--- config.mk ---
export PLATFORM = sky130hd
export DESIGN_NAME = charger_status_selector
export DESIGN_NICKNAME = d
export VERILOG_FILES = /design/src/hw/pulse_sync_latch.v /design/src/hw/charger_status_selector.v
export VERILOG_INCLUDE_DIRS = /design/src /design/src/hw
export SDC_FILE = /design/constraint.sdc
export NUM_CORES = 1
export LEC_CHECK = 0
export BUFFER_PORTS_ARGS = -buffer_cell sky130_fd_sc_hd__buf_2
export CAP_MARGIN = 20
export CORE_MARGIN = 3
export CORE_UTILIZATION = 30
export DETAILED_ROUTE_END_ITERATION = 12
export HOLD_SLACK_MARGIN = 0.12
export PLACE_DENSITY = 0.59
export SYNTH_ARGS = -nofsm -noshare
export SYNTH_HDL_FRONTEND = slang
export SYNTH_HIERARCHICAL = 1
export SYNTH_SLANG_ARGS = --single-unit
--- constraint.sdc ---
create_clock -name i_clk -period 6.6 [get_ports i_clk]
set_input_delay 1.32 -clock i_clk [delete_from_list [all_inputs] [get_ports i_clk]]
set_output_delay 1.32 -clock i_clk [all_outputs]
set_load 0.01 [all_outputs]
--- src/hw/charger_status_consts.vh ---
// Constants for the charger status selector
`ifndef CHARGER_STATUS_CONSTS_VH
`define CHARGER_STATUS_CONSTS_VH
// -----------------------------------------------
// Register map
// -----------------------------------------------
`define REG_CTRL          8'h12
`define REG_STATUS        8'h13
`define REG_CHG_SET       8'h14
`define REG_DEPLETE       8'h15
`define REG_IRQ_STATUS    8'h16
`define REG_IRQ_MASK      8'h17
// -----------------------------------------------
// Field positions
// -----------------------------------------------
`define CTRL_ENABLE       0
`define CTRL_LEARN        1
`define ST_INPUT_IDLE     4
`define ST_CHG_OC         5
`define ST_PACK_ON_LOAD   6
`define IRQ_OC            0
`define IRQ_PACK_CHANGE   1
`define IRQ_WIDTH         2
// -----------------------------------------------
// Thresholds and resets
// -----------------------------------------------
`define OC_NUM            17
`define OC_DEN            10
`define REVERSE_MV        150
`define CTRL_RESET        16'h0000
`define MASK_RESET        2'h0
`endif

--- src/hw/pulse_sync_latch.v ---
// Switching-cycle retry latch for the high-side switch
`timescale 1ns/1ps
module pulse_sync_latch (
   input  wire i_clk,
   input  wire i_arst_n,
   input  wire i_trip,
   input  wire i_cycle_start,
   output reg  o_off
);
   // Off from the trip until the next cycle start
   always @(posedge i_clk or negedge i_arst_n) begin
      if (!i_arst_n) begin
         o_off <= 1'b0;
      end else if (i_trip) begin
         o_off <= 1'b1;
      end else if (i_cycle_start) begin
         o_off <= 1'b0;
      end
   end
endmodule // pulse_sync_latch

--- src/hw/charger_status_selector.v ---
// Status bits 4..6 of the charger with pack selector and fault alarm
//
// The strobed register port and the register offsets were left to the implementer.
`timescale 1ns/1ps
`include "charger_status_consts.vh"
module charger_status_selector #(
   parameter CW = 16,
   parameter MW = 16
) (
   input  wire          i_clk,
   input  wire          i_arst_n,
   input  wire [7:0]    i_addr,
   input  wire [15:0]   i_wdata,
   input  wire          i_wr,
   input  wire          i_rd,
   output reg  [15:0]   o_rdata,
   input  wire          i_input_power_limiting,
   input  wire [CW-1:0] i_charge_current,
   input  wire          i_adapter_present,
   input  wire [MW-1:0] i_pack_mv,
   input  wire [MW-1:0] i_load_rail_mv,
   input  wire          i_cycle_start,
   output wire          o_high_side_on,
   output wire          o_pack_switch_drive,
   output wire          o_alarm,
   output wire          o_irq
);
   // -----------------------------------------------
   // Registers
   // -----------------------------------------------
   reg  [15:0]   ctrl;
   reg  [CW-1:0] chg_set;
   reg  [MW-1:0] pack_depleted_threshold;
   reg  [`IRQ_WIDTH-1:0] irq_status;
   reg  [`IRQ_WIDTH-1:0] irq_mask;
   reg           input_limit_loop_idle;
   reg           charge_overcurrent_flag;
   reg           pack_drive;
   reg           depleted;
   wire          enable;
   wire          learn;
   wire          hs_off;
   wire          trip;
   wire          next_pack;
   wire          reverse;
   wire [CW+4:0] cur_x10;
   wire [CW+4:0] lim_x10;
   wire [MW:0]   pack_plus;
   wire [`IRQ_WIDTH-1:0] events;
   wire          rd_irq;
   // Sized copies of the thresholds keep the products at target width
   localparam [CW+4:0] OC_DEN_W  = `OC_DEN;
   localparam [CW+4:0] OC_NUM_W  = `OC_NUM;
   localparam [MW:0]   REVERSE_W = `REVERSE_MV;

   assign enable = ctrl[`CTRL_ENABLE];
   assign learn  = ctrl[`CTRL_LEARN];

   // -----------------------------------------------
   // Overcurrent detect and retry
   // -----------------------------------------------
   // Integer compare avoids a fractional multiplier
   assign cur_x10 = {5'b00000, i_charge_current} * OC_DEN_W;
   assign lim_x10 = {5'b00000, chg_set} * OC_NUM_W;
   assign trip    = enable && (cur_x10 > lim_x10);

   pulse_sync_latch u_retry (
      .i_clk         (i_clk),
      .i_arst_n      (i_arst_n),
      .i_trip        (trip),
      .i_cycle_start (i_cycle_start),
      .o_off         (hs_off)
   );

   // Trip gates the switch in the same cycle, latch holds it off
   assign o_high_side_on = enable && !trip && !hs_off;
   assign o_alarm        = charge_overcurrent_flag;

   // -----------------------------------------------
   // Pack selector
   // -----------------------------------------------
   assign pack_plus = {1'b0, i_pack_mv} + REVERSE_W;
   assign reverse   = {1'b0, i_load_rail_mv} > pack_plus;
   assign next_pack = !reverse &&
                      (!i_adapter_present ||
                       (learn && !depleted));

   always @(posedge i_clk or negedge i_arst_n) begin
      if (!i_arst_n) begin
         depleted <= 1'b0;
         pack_drive <= 1'b0;
         input_limit_loop_idle <= 1'b1;
         charge_overcurrent_flag <= 1'b0;
      end else begin
         // Depletion latches until learn mode is left or the adapter is removed
         if (!learn || !i_adapter_present) begin
            depleted <= 1'b0;
         end else if (i_pack_mv < pack_depleted_threshold) begin
            depleted <= 1'b1;
         end
         pack_drive <= next_pack;
         input_limit_loop_idle <= !(enable && i_input_power_limiting);
         charge_overcurrent_flag <= trip;
      end
   end

   assign o_pack_switch_drive = pack_drive;

   // -----------------------------------------------
   // Interrupts
   // -----------------------------------------------
   assign events[`IRQ_OC]          = trip && !charge_overcurrent_flag;
   assign events[`IRQ_PACK_CHANGE] = next_pack != pack_drive;
   assign rd_irq = i_rd && (i_addr == `REG_IRQ_STATUS);

   always @(posedge i_clk or negedge i_arst_n) begin
      if (!i_arst_n) begin
         irq_status <= {`IRQ_WIDTH{1'b0}};
      end else begin
         // Set wins over read clear
         irq_status <= (rd_irq ? {`IRQ_WIDTH{1'b0}} : irq_status) | events;
      end
   end

   assign o_irq = |(irq_status & irq_mask);

   // -----------------------------------------------
   // Register port
   // -----------------------------------------------
   always @(posedge i_clk or negedge i_arst_n) begin
      if (!i_arst_n) begin
         ctrl <= `CTRL_RESET;
         chg_set <= {CW{1'b0}};
         pack_depleted_threshold <= {MW{1'b0}};
         irq_mask <= `MASK_RESET;
      end else if (i_wr) begin
         case (i_addr)
            `REG_CTRL: begin
               ctrl <= i_wdata;
            end
            `REG_CHG_SET: begin
               chg_set <= i_wdata[CW-1:0];
            end
            `REG_DEPLETE: begin
               pack_depleted_threshold <= i_wdata[MW-1:0];
            end
            `REG_IRQ_MASK: begin
               irq_mask <= i_wdata[`IRQ_WIDTH-1:0];
            end
            default: begin
               ctrl <= ctrl;
            end
         endcase
      end
   end

   always @(posedge i_clk or negedge i_arst_n) begin
      if (!i_arst_n) begin
         o_rdata <= 16'h0000;
      end else if (i_rd) begin
         o_rdata <= 16'h0000;
         case (i_addr)
            `REG_CTRL: begin
               o_rdata <= ctrl;
            end
            `REG_STATUS: begin
               o_rdata[`ST_INPUT_IDLE]   <= input_limit_loop_idle;
               o_rdata[`ST_CHG_OC]       <= charge_overcurrent_flag;
               o_rdata[`ST_PACK_ON_LOAD] <= pack_drive;
            end
            `REG_CHG_SET: begin
               o_rdata[CW-1:0] <= chg_set;
            end
            `REG_DEPLETE: begin
               o_rdata[MW-1:0] <= pack_depleted_threshold;
            end
            `REG_IRQ_STATUS: begin
               o_rdata[`IRQ_WIDTH-1:0] <= irq_status;
            end
            `REG_IRQ_MASK: begin
               o_rdata[`IRQ_WIDTH-1:0] <= irq_mask;
            end
            default: begin
               o_rdata <= 16'h0000;
            end
         endcase
      end else begin
         o_rdata <= 16'h0000;
      end
   end
endmodule // charger_status_selector

# Word level (Yosys, flattened, before mapping)
# Cells that the tools add are included.
# W data, S select, Z words.
totals:
  regBits: 73
  latch_bits: 0
  ram_bits: 0
  mem_bits_ro: 0
  inputBits: 79
  out_inout_bits: 20
  wordCells: 61
  memories: 0
classes:
  addsub: 1
  n_mul: 2
  n_div: 0
  magnitude_cmp: 3
  eq_ne: 7
  shift: 0
  mux: 10
  n_bitwise: 2
  n_reduce_logical: 25
ops:
  columns: ["cell", "count"]
  rows:
  - ["$eq A8 B5 Y1 const B", 6]
  - ["$pmux W9 S3", 1]
  - ["$gt A20 B21 Y1", 1]
  - ["$mul A16 B5 Y21 const B", 1]
  - ["$mul A16 B3 Y19 const B", 1]
  - ["$add A16 B8 Y17 const B", 1]
  - ["$gt A16 B17 Y1", 1]
  - ["$lt A16 B16 Y1", 1]
  - ["$mux W16", 1]
  - ["$pmux W3 S4", 1]
  - ["$pmux W2 S5", 1]
  - ["$logic_and A1 B1 Y1", 8]
  - ["$logic_not A1 Y1", 8]
  - ["$reduce_and A2 Y1", 4]
  - ["$pmux W2 S3", 1]
  - ["$mux W1", 4]
  - ["$reduce_bool A2 Y1", 2]
  - ["$and A2 B2 Y2", 1]
  - ["$logic_or A1 B1 Y1", 2]
  - ["$mux W2", 1]
  - ["$or A2 B2 Y2", 1]
  - ["$reduce_or A2 Y1", 1]
  - ["$ne A1 B1 Y1", 1]

# Depth between registers and ports, before layout
logic_depth:
  depth_word: 6
  depth_mapped: 15

# Cells and area by module
# The synthesis kept the hierarchy.
by_module_without_submodules:
  columns: ["module", "instances", "cells_per_inst", "area_per_inst_um2", "seq_area_each_um2"]
  rows:
  - ["charger_status_selector", 1, 598, 6107.1, 1803.0]
  - ["pulse_sync_latch", 1, 3, 36.3, 25.0]

# Worst setup path after synthesis
# No wires, ideal clock.
synth_timing:
  kind: "in2out"
  from: "input port i_charge_current[1]"
  to: "output port o_high_side_on"
  arrival_ns: 4.418
  setup_slack_ns: 0.862
  cell_stages: 13
  cell_sequence: "ha_1 -> ha_1 -> fa_1 -> a211oi_1 -> o21ai_0 -> a31oi_1 -> xnor2_1 -> ha_1 -> nand4_1 -> or4_1 -> o22a_1 -> o211ai_1 -> o211a_1"
synth_between:
  elab_chain_len: 6
synth_rtl:
  columns: ["element", "line_no", "text"]
  rows:
  - ["start, declared", "charger_status_selector.v:18", "input wire [CW-1:0] i_charge_current,"]
  - ["$mul A16 B3 Y19", "charger_status_selector.v:63", "assign cur_x10 = {5'b00000, i_charge_current} * OC_DEN_W;"]
  - ["$gt A20 B21 Y1", "charger_status_selector.v:65", "assign trip = enable && (cur_x10 > lim_x10);"]
  - ["$logic_and A1 B1 Y1", "charger_status_selector.v:65", null]
  - ["$logic_not A1 Y1", "charger_status_selector.v:76", "assign o_high_side_on = enable && !trip && !hs_off;"]
  - ["$logic_and A1 B1 Y1 (2 in a row)", "charger_status_selector.v:76", null]
  - ["end, declared", "charger_status_selector.v:23", "output wire o_high_side_on,"]
# No other way between the ends.

# Final worst setup path
# Same ends and word-level chain as after synthesis.

==> impl_metrics.toml <==
[clock_tree]
clk-insertion-delay-late_ns = 0.33
clock_sink_count = 73
clk_path_buf_depth = 2
post_cts_resize_count = 0
clockRootBuffer = "clkbuf_16"
cts_setup_buffers = 0
cts_inserted_buffers = 9
htreeDepth = 3
cts_stage_hold_buffer_count = 0
tritoncts_clock_tree = "built"
clk_pin_slew_ns = 0.06

[pwr]
worst_ir_drop_vdd_v = 0.0001095
p_comb_frac = 0.263
cell_area_power_density_mw_per_mm2 = 191.7
clock_network_fraction_of_design_power = 0.385
power.share.sequential = 0.352
switching_share_of_power = 0.2844
p_sw_uw = 395.0
power.leakage_uw = 0.003598
internal-power_uw = 993.9

[cells_and_area]
post-route-util = 0.3663
layout.cells.most_common = "ha_1"
area.growth.synth_to_final_pct = 17.94
nNetsFinal = 883
n_fill_cell = 2024
drive_gt1_frac = 0.2543
final_cells = 969
antenna-diode-count = 0
most_frequent_cells_in_the_layout = "103 x ha_1, 98 x buf_2, 72 x dfrtp_1"

[detailed_routing]
drtIter0Drc = 226
remaining_drc_errors = 0
detail_route.vias_per_cell = 5.067
antenna_left = 0
avgRoutedWirePerCell_um = 15.65
via_count = 4910
wirelength_mm = 15.17
drt_pass1_iterations = 7

[setup_path]
worst_r2r_startpoint = "chg_set[1]$_DFFE_PN0P_"
critPathMaxStageDelay_ns = 0.54
critical_path_source_type = "input port"
crit_fanout = 3
worstPathRequired_ns = 5.28
timing.setup.critical_path_class = "input port to output port"
reg2reg_slack_ns = 2.36
critical-path-top-cell-by-count = "ha_1"
timing.critical_path.buf_inv = 3
crit_path_cell_trace = "buf_2 -> ha_1 -> ha_1 -> fa_1 -> a211oi_1 -> o21ai_0 -> a31oi_1 -> xnor2_1 -> ha_1 -> nand4_1 -> or4_1 -> o22a_1 -> o211ai_1 -> buf_4 -> o211a_1 -> buf_2"
crit_path_end_kind = "output port"
crit_slowest_cell = "or4_1"
critPathTopFamily = "adder cells"
worst_ep_arrival_time_ns = 4.98
rr_worst_depth = 17
startpoint = "i_charge_current[1]"
cp.depth = 16

[yosys]
synth_xor_area_frac = 0.04847
ys_top_cells_by_area = "dfrtp_1 29%, ha_1 21%, mux2_2 7.0%"
netlist_area_mm2 = 0.006143
synth-simple-area-share = 0.1204
post_synth_edffs = 0
synthDominantAreaCellType = "dfrtp_1"
synth.top_cell.area_share = 0.2933
async_reset_ff_frac = 1.000
syn-instance-count = 601
post_synth_adder_cell_area = 0.2163
syn-num-nets = 785
synth_top_family_by_area = "adder cells"
postSynthRegisterBits = 73
synth_compound_area_frac = 0.1662
yosys-mux-area-fraction = 0.1149
ys.warnings.count = 6
ys.flop_type = "dfrtp_1"
seq_total_area_yosys = 0.2976
synth.lib_cells_used.distinct = 70
synthesis.area_per_instance_um2 = 10.22

[floorplanning]
die_area_mm2 = 0.02223
io_pins = 99
total_core_area_mm2 = 0.01978
die_x_um = 149.1
die-height_um = 149.1
starting_density_of_the_core = 0.3106
floorplan.rows = 51

[sta]
timing.final.max_slew_violations = 0
holdWs_ns = 0.4904
finalHoldViolCount = 0
period_minus_slack_ns = 6.304
clock_skew_ns = 0.006867
timing.final.crit_share = 0.9552
fmax_ghz = 0.1586
tightestPinTransition_ns = 1.087
finalSetupTns_ns = 0
worst_slack_ns = 0.2959
timing.slew.headroom = 0.2703
report.final.setup_viol = 0

[place]
dpl_worst_slack_ns = 0.3041
gpl.final_weighted_congestion = 0.8002
place.port_buffers = 98
placed_cells = 951
dp.final_hpwl_mm = 12.05

[global_routing]
first_global_vias = 4807
global_route_wire_length_before_repair_mm = 24.43
grt_util_all_layers = 0.1356
globalRouteOverflowTotal = 0
initial_antenna_violation_count = 1
grt_max_degree = 74

[hold_path]
timing.hold.worst_path_depth = 1
hp-class = "flop to flop"
hold_start = "u_retry/o_off$_DFFE_PN0P_"

[run_status]
outcome = "complete, no violations"

[job]
timing.max_cap.violations = 0
-- cell type report --
class	instances	area, um2	area share
repair buffers	101	513.0	0.07080
flip-flops and latches	73	1828	0.2523
well taps	265	331.6	0.04576
inverters	40	150.1	0.02072
clock inverters	4	73.82	0.01019
multi-input cells	474	4093	0.5648
clock buffers	12	256.5	0.03540
-- sequential cells by signal, indices dropped and copies added, names as in the netlist --
signal and flops:
o_pack_switch_drive 1, irq_mask 2, irq_status 2, chg_set 16
input_limit_loop_idle 1, depleted 1, pack_depleted_threshold 16, o_rdata 16
o_alarm 1, u_retry/o_off 1, ctrl 16
-- power by group through the flow --
stage | sequential [uW] | combinational (uW) | clock, uW
after global placement | 496 | 354 | 0
after global routing | 491 | 420 | 565
after detailed placement | 497 | 358 | 0
after CTS | 489 | 361 | 542
final | 488 | 366 | 535
after floorplan | 487 | 253 | 0
-- cell families (layout without fill, tap and decap cells) --
kind of cell / Yosys count / count (layout)
AOI/OAI and AO/OA: 142 / 142
and+or+nand+nor: 135 / 135
adders and majority gates: 105 / 105
DFF: 73 / 73
muxes: 58 / 58
buffers and inverters: 54 / 157
xor gates and xnor gates: 34 / 34
-- layer usage --
| layer | global-route usage | up-vias | share of wire | wire length, um |
|---|---|---|---|---|
| li1 | - | 2473 | - | - |
| met1 | 0.1855 | 2342 | 0.47 | 7060 |
| met2 | 0.2254 | 81 | 0.49 | 7392 |
| met3 | 0.02856 | 12 | 0.042 | 639 |
| met4 | 0.02197 | 2 | 0.0044 | 67 |
| met5 | 0 | - | 0.00059 | 9 |
-- metrics by stage --
stage	total power [uW]	area [um2]
after global placement	850.1	6900
after floorplan	739.5	6143
after CTS	1392	7231
after global routing	1477	7246
after detailed placement	854.3	6900
final	1389	7246
-- worst paths after layout --
path | endpoint
max | o_high_side_on
min | u_retry/o_off$_DFFE_PN0P_
max reg2reg | u_retry/o_off$_DFFE_PN0P_
min reg2reg | u_retry/o_off$_DFFE_PN0P_
max in group asynchronous | o_rdata[13]$_DFF_PN0_
min in group asynchronous | u_retry/o_off$_DFFE_PN0P_
-- synth_stat cells, types with 3 or more instances --
master,count
nand4_1,10
and3_1,8
a222oi_1,11
dfrtp_1,72
a21oi_1,31
a31oi_1,5
xnor2_1,15
o22ai_1,4
nand3_1,14
nor3_1,6
nand2b_1,6
xor2_1,19
nor2_1,36
a311oi_1,4
and2_1,5
buf_2,4
o21ai_0,21
or3_1,3
o21a_1,7
inv_1,40
nand2_1,18
a21o_1,15
a211oi_1,10
mux2_2,38
o211ai_1,5
a41oi_1,3
and4_1,3
nor2b_1,8
mux2_4,10
mux2i_1,6
or2_2,3
ha_1,103
clkbuf_1,7
No activity file was read; power rests on OpenSTA's default activity.
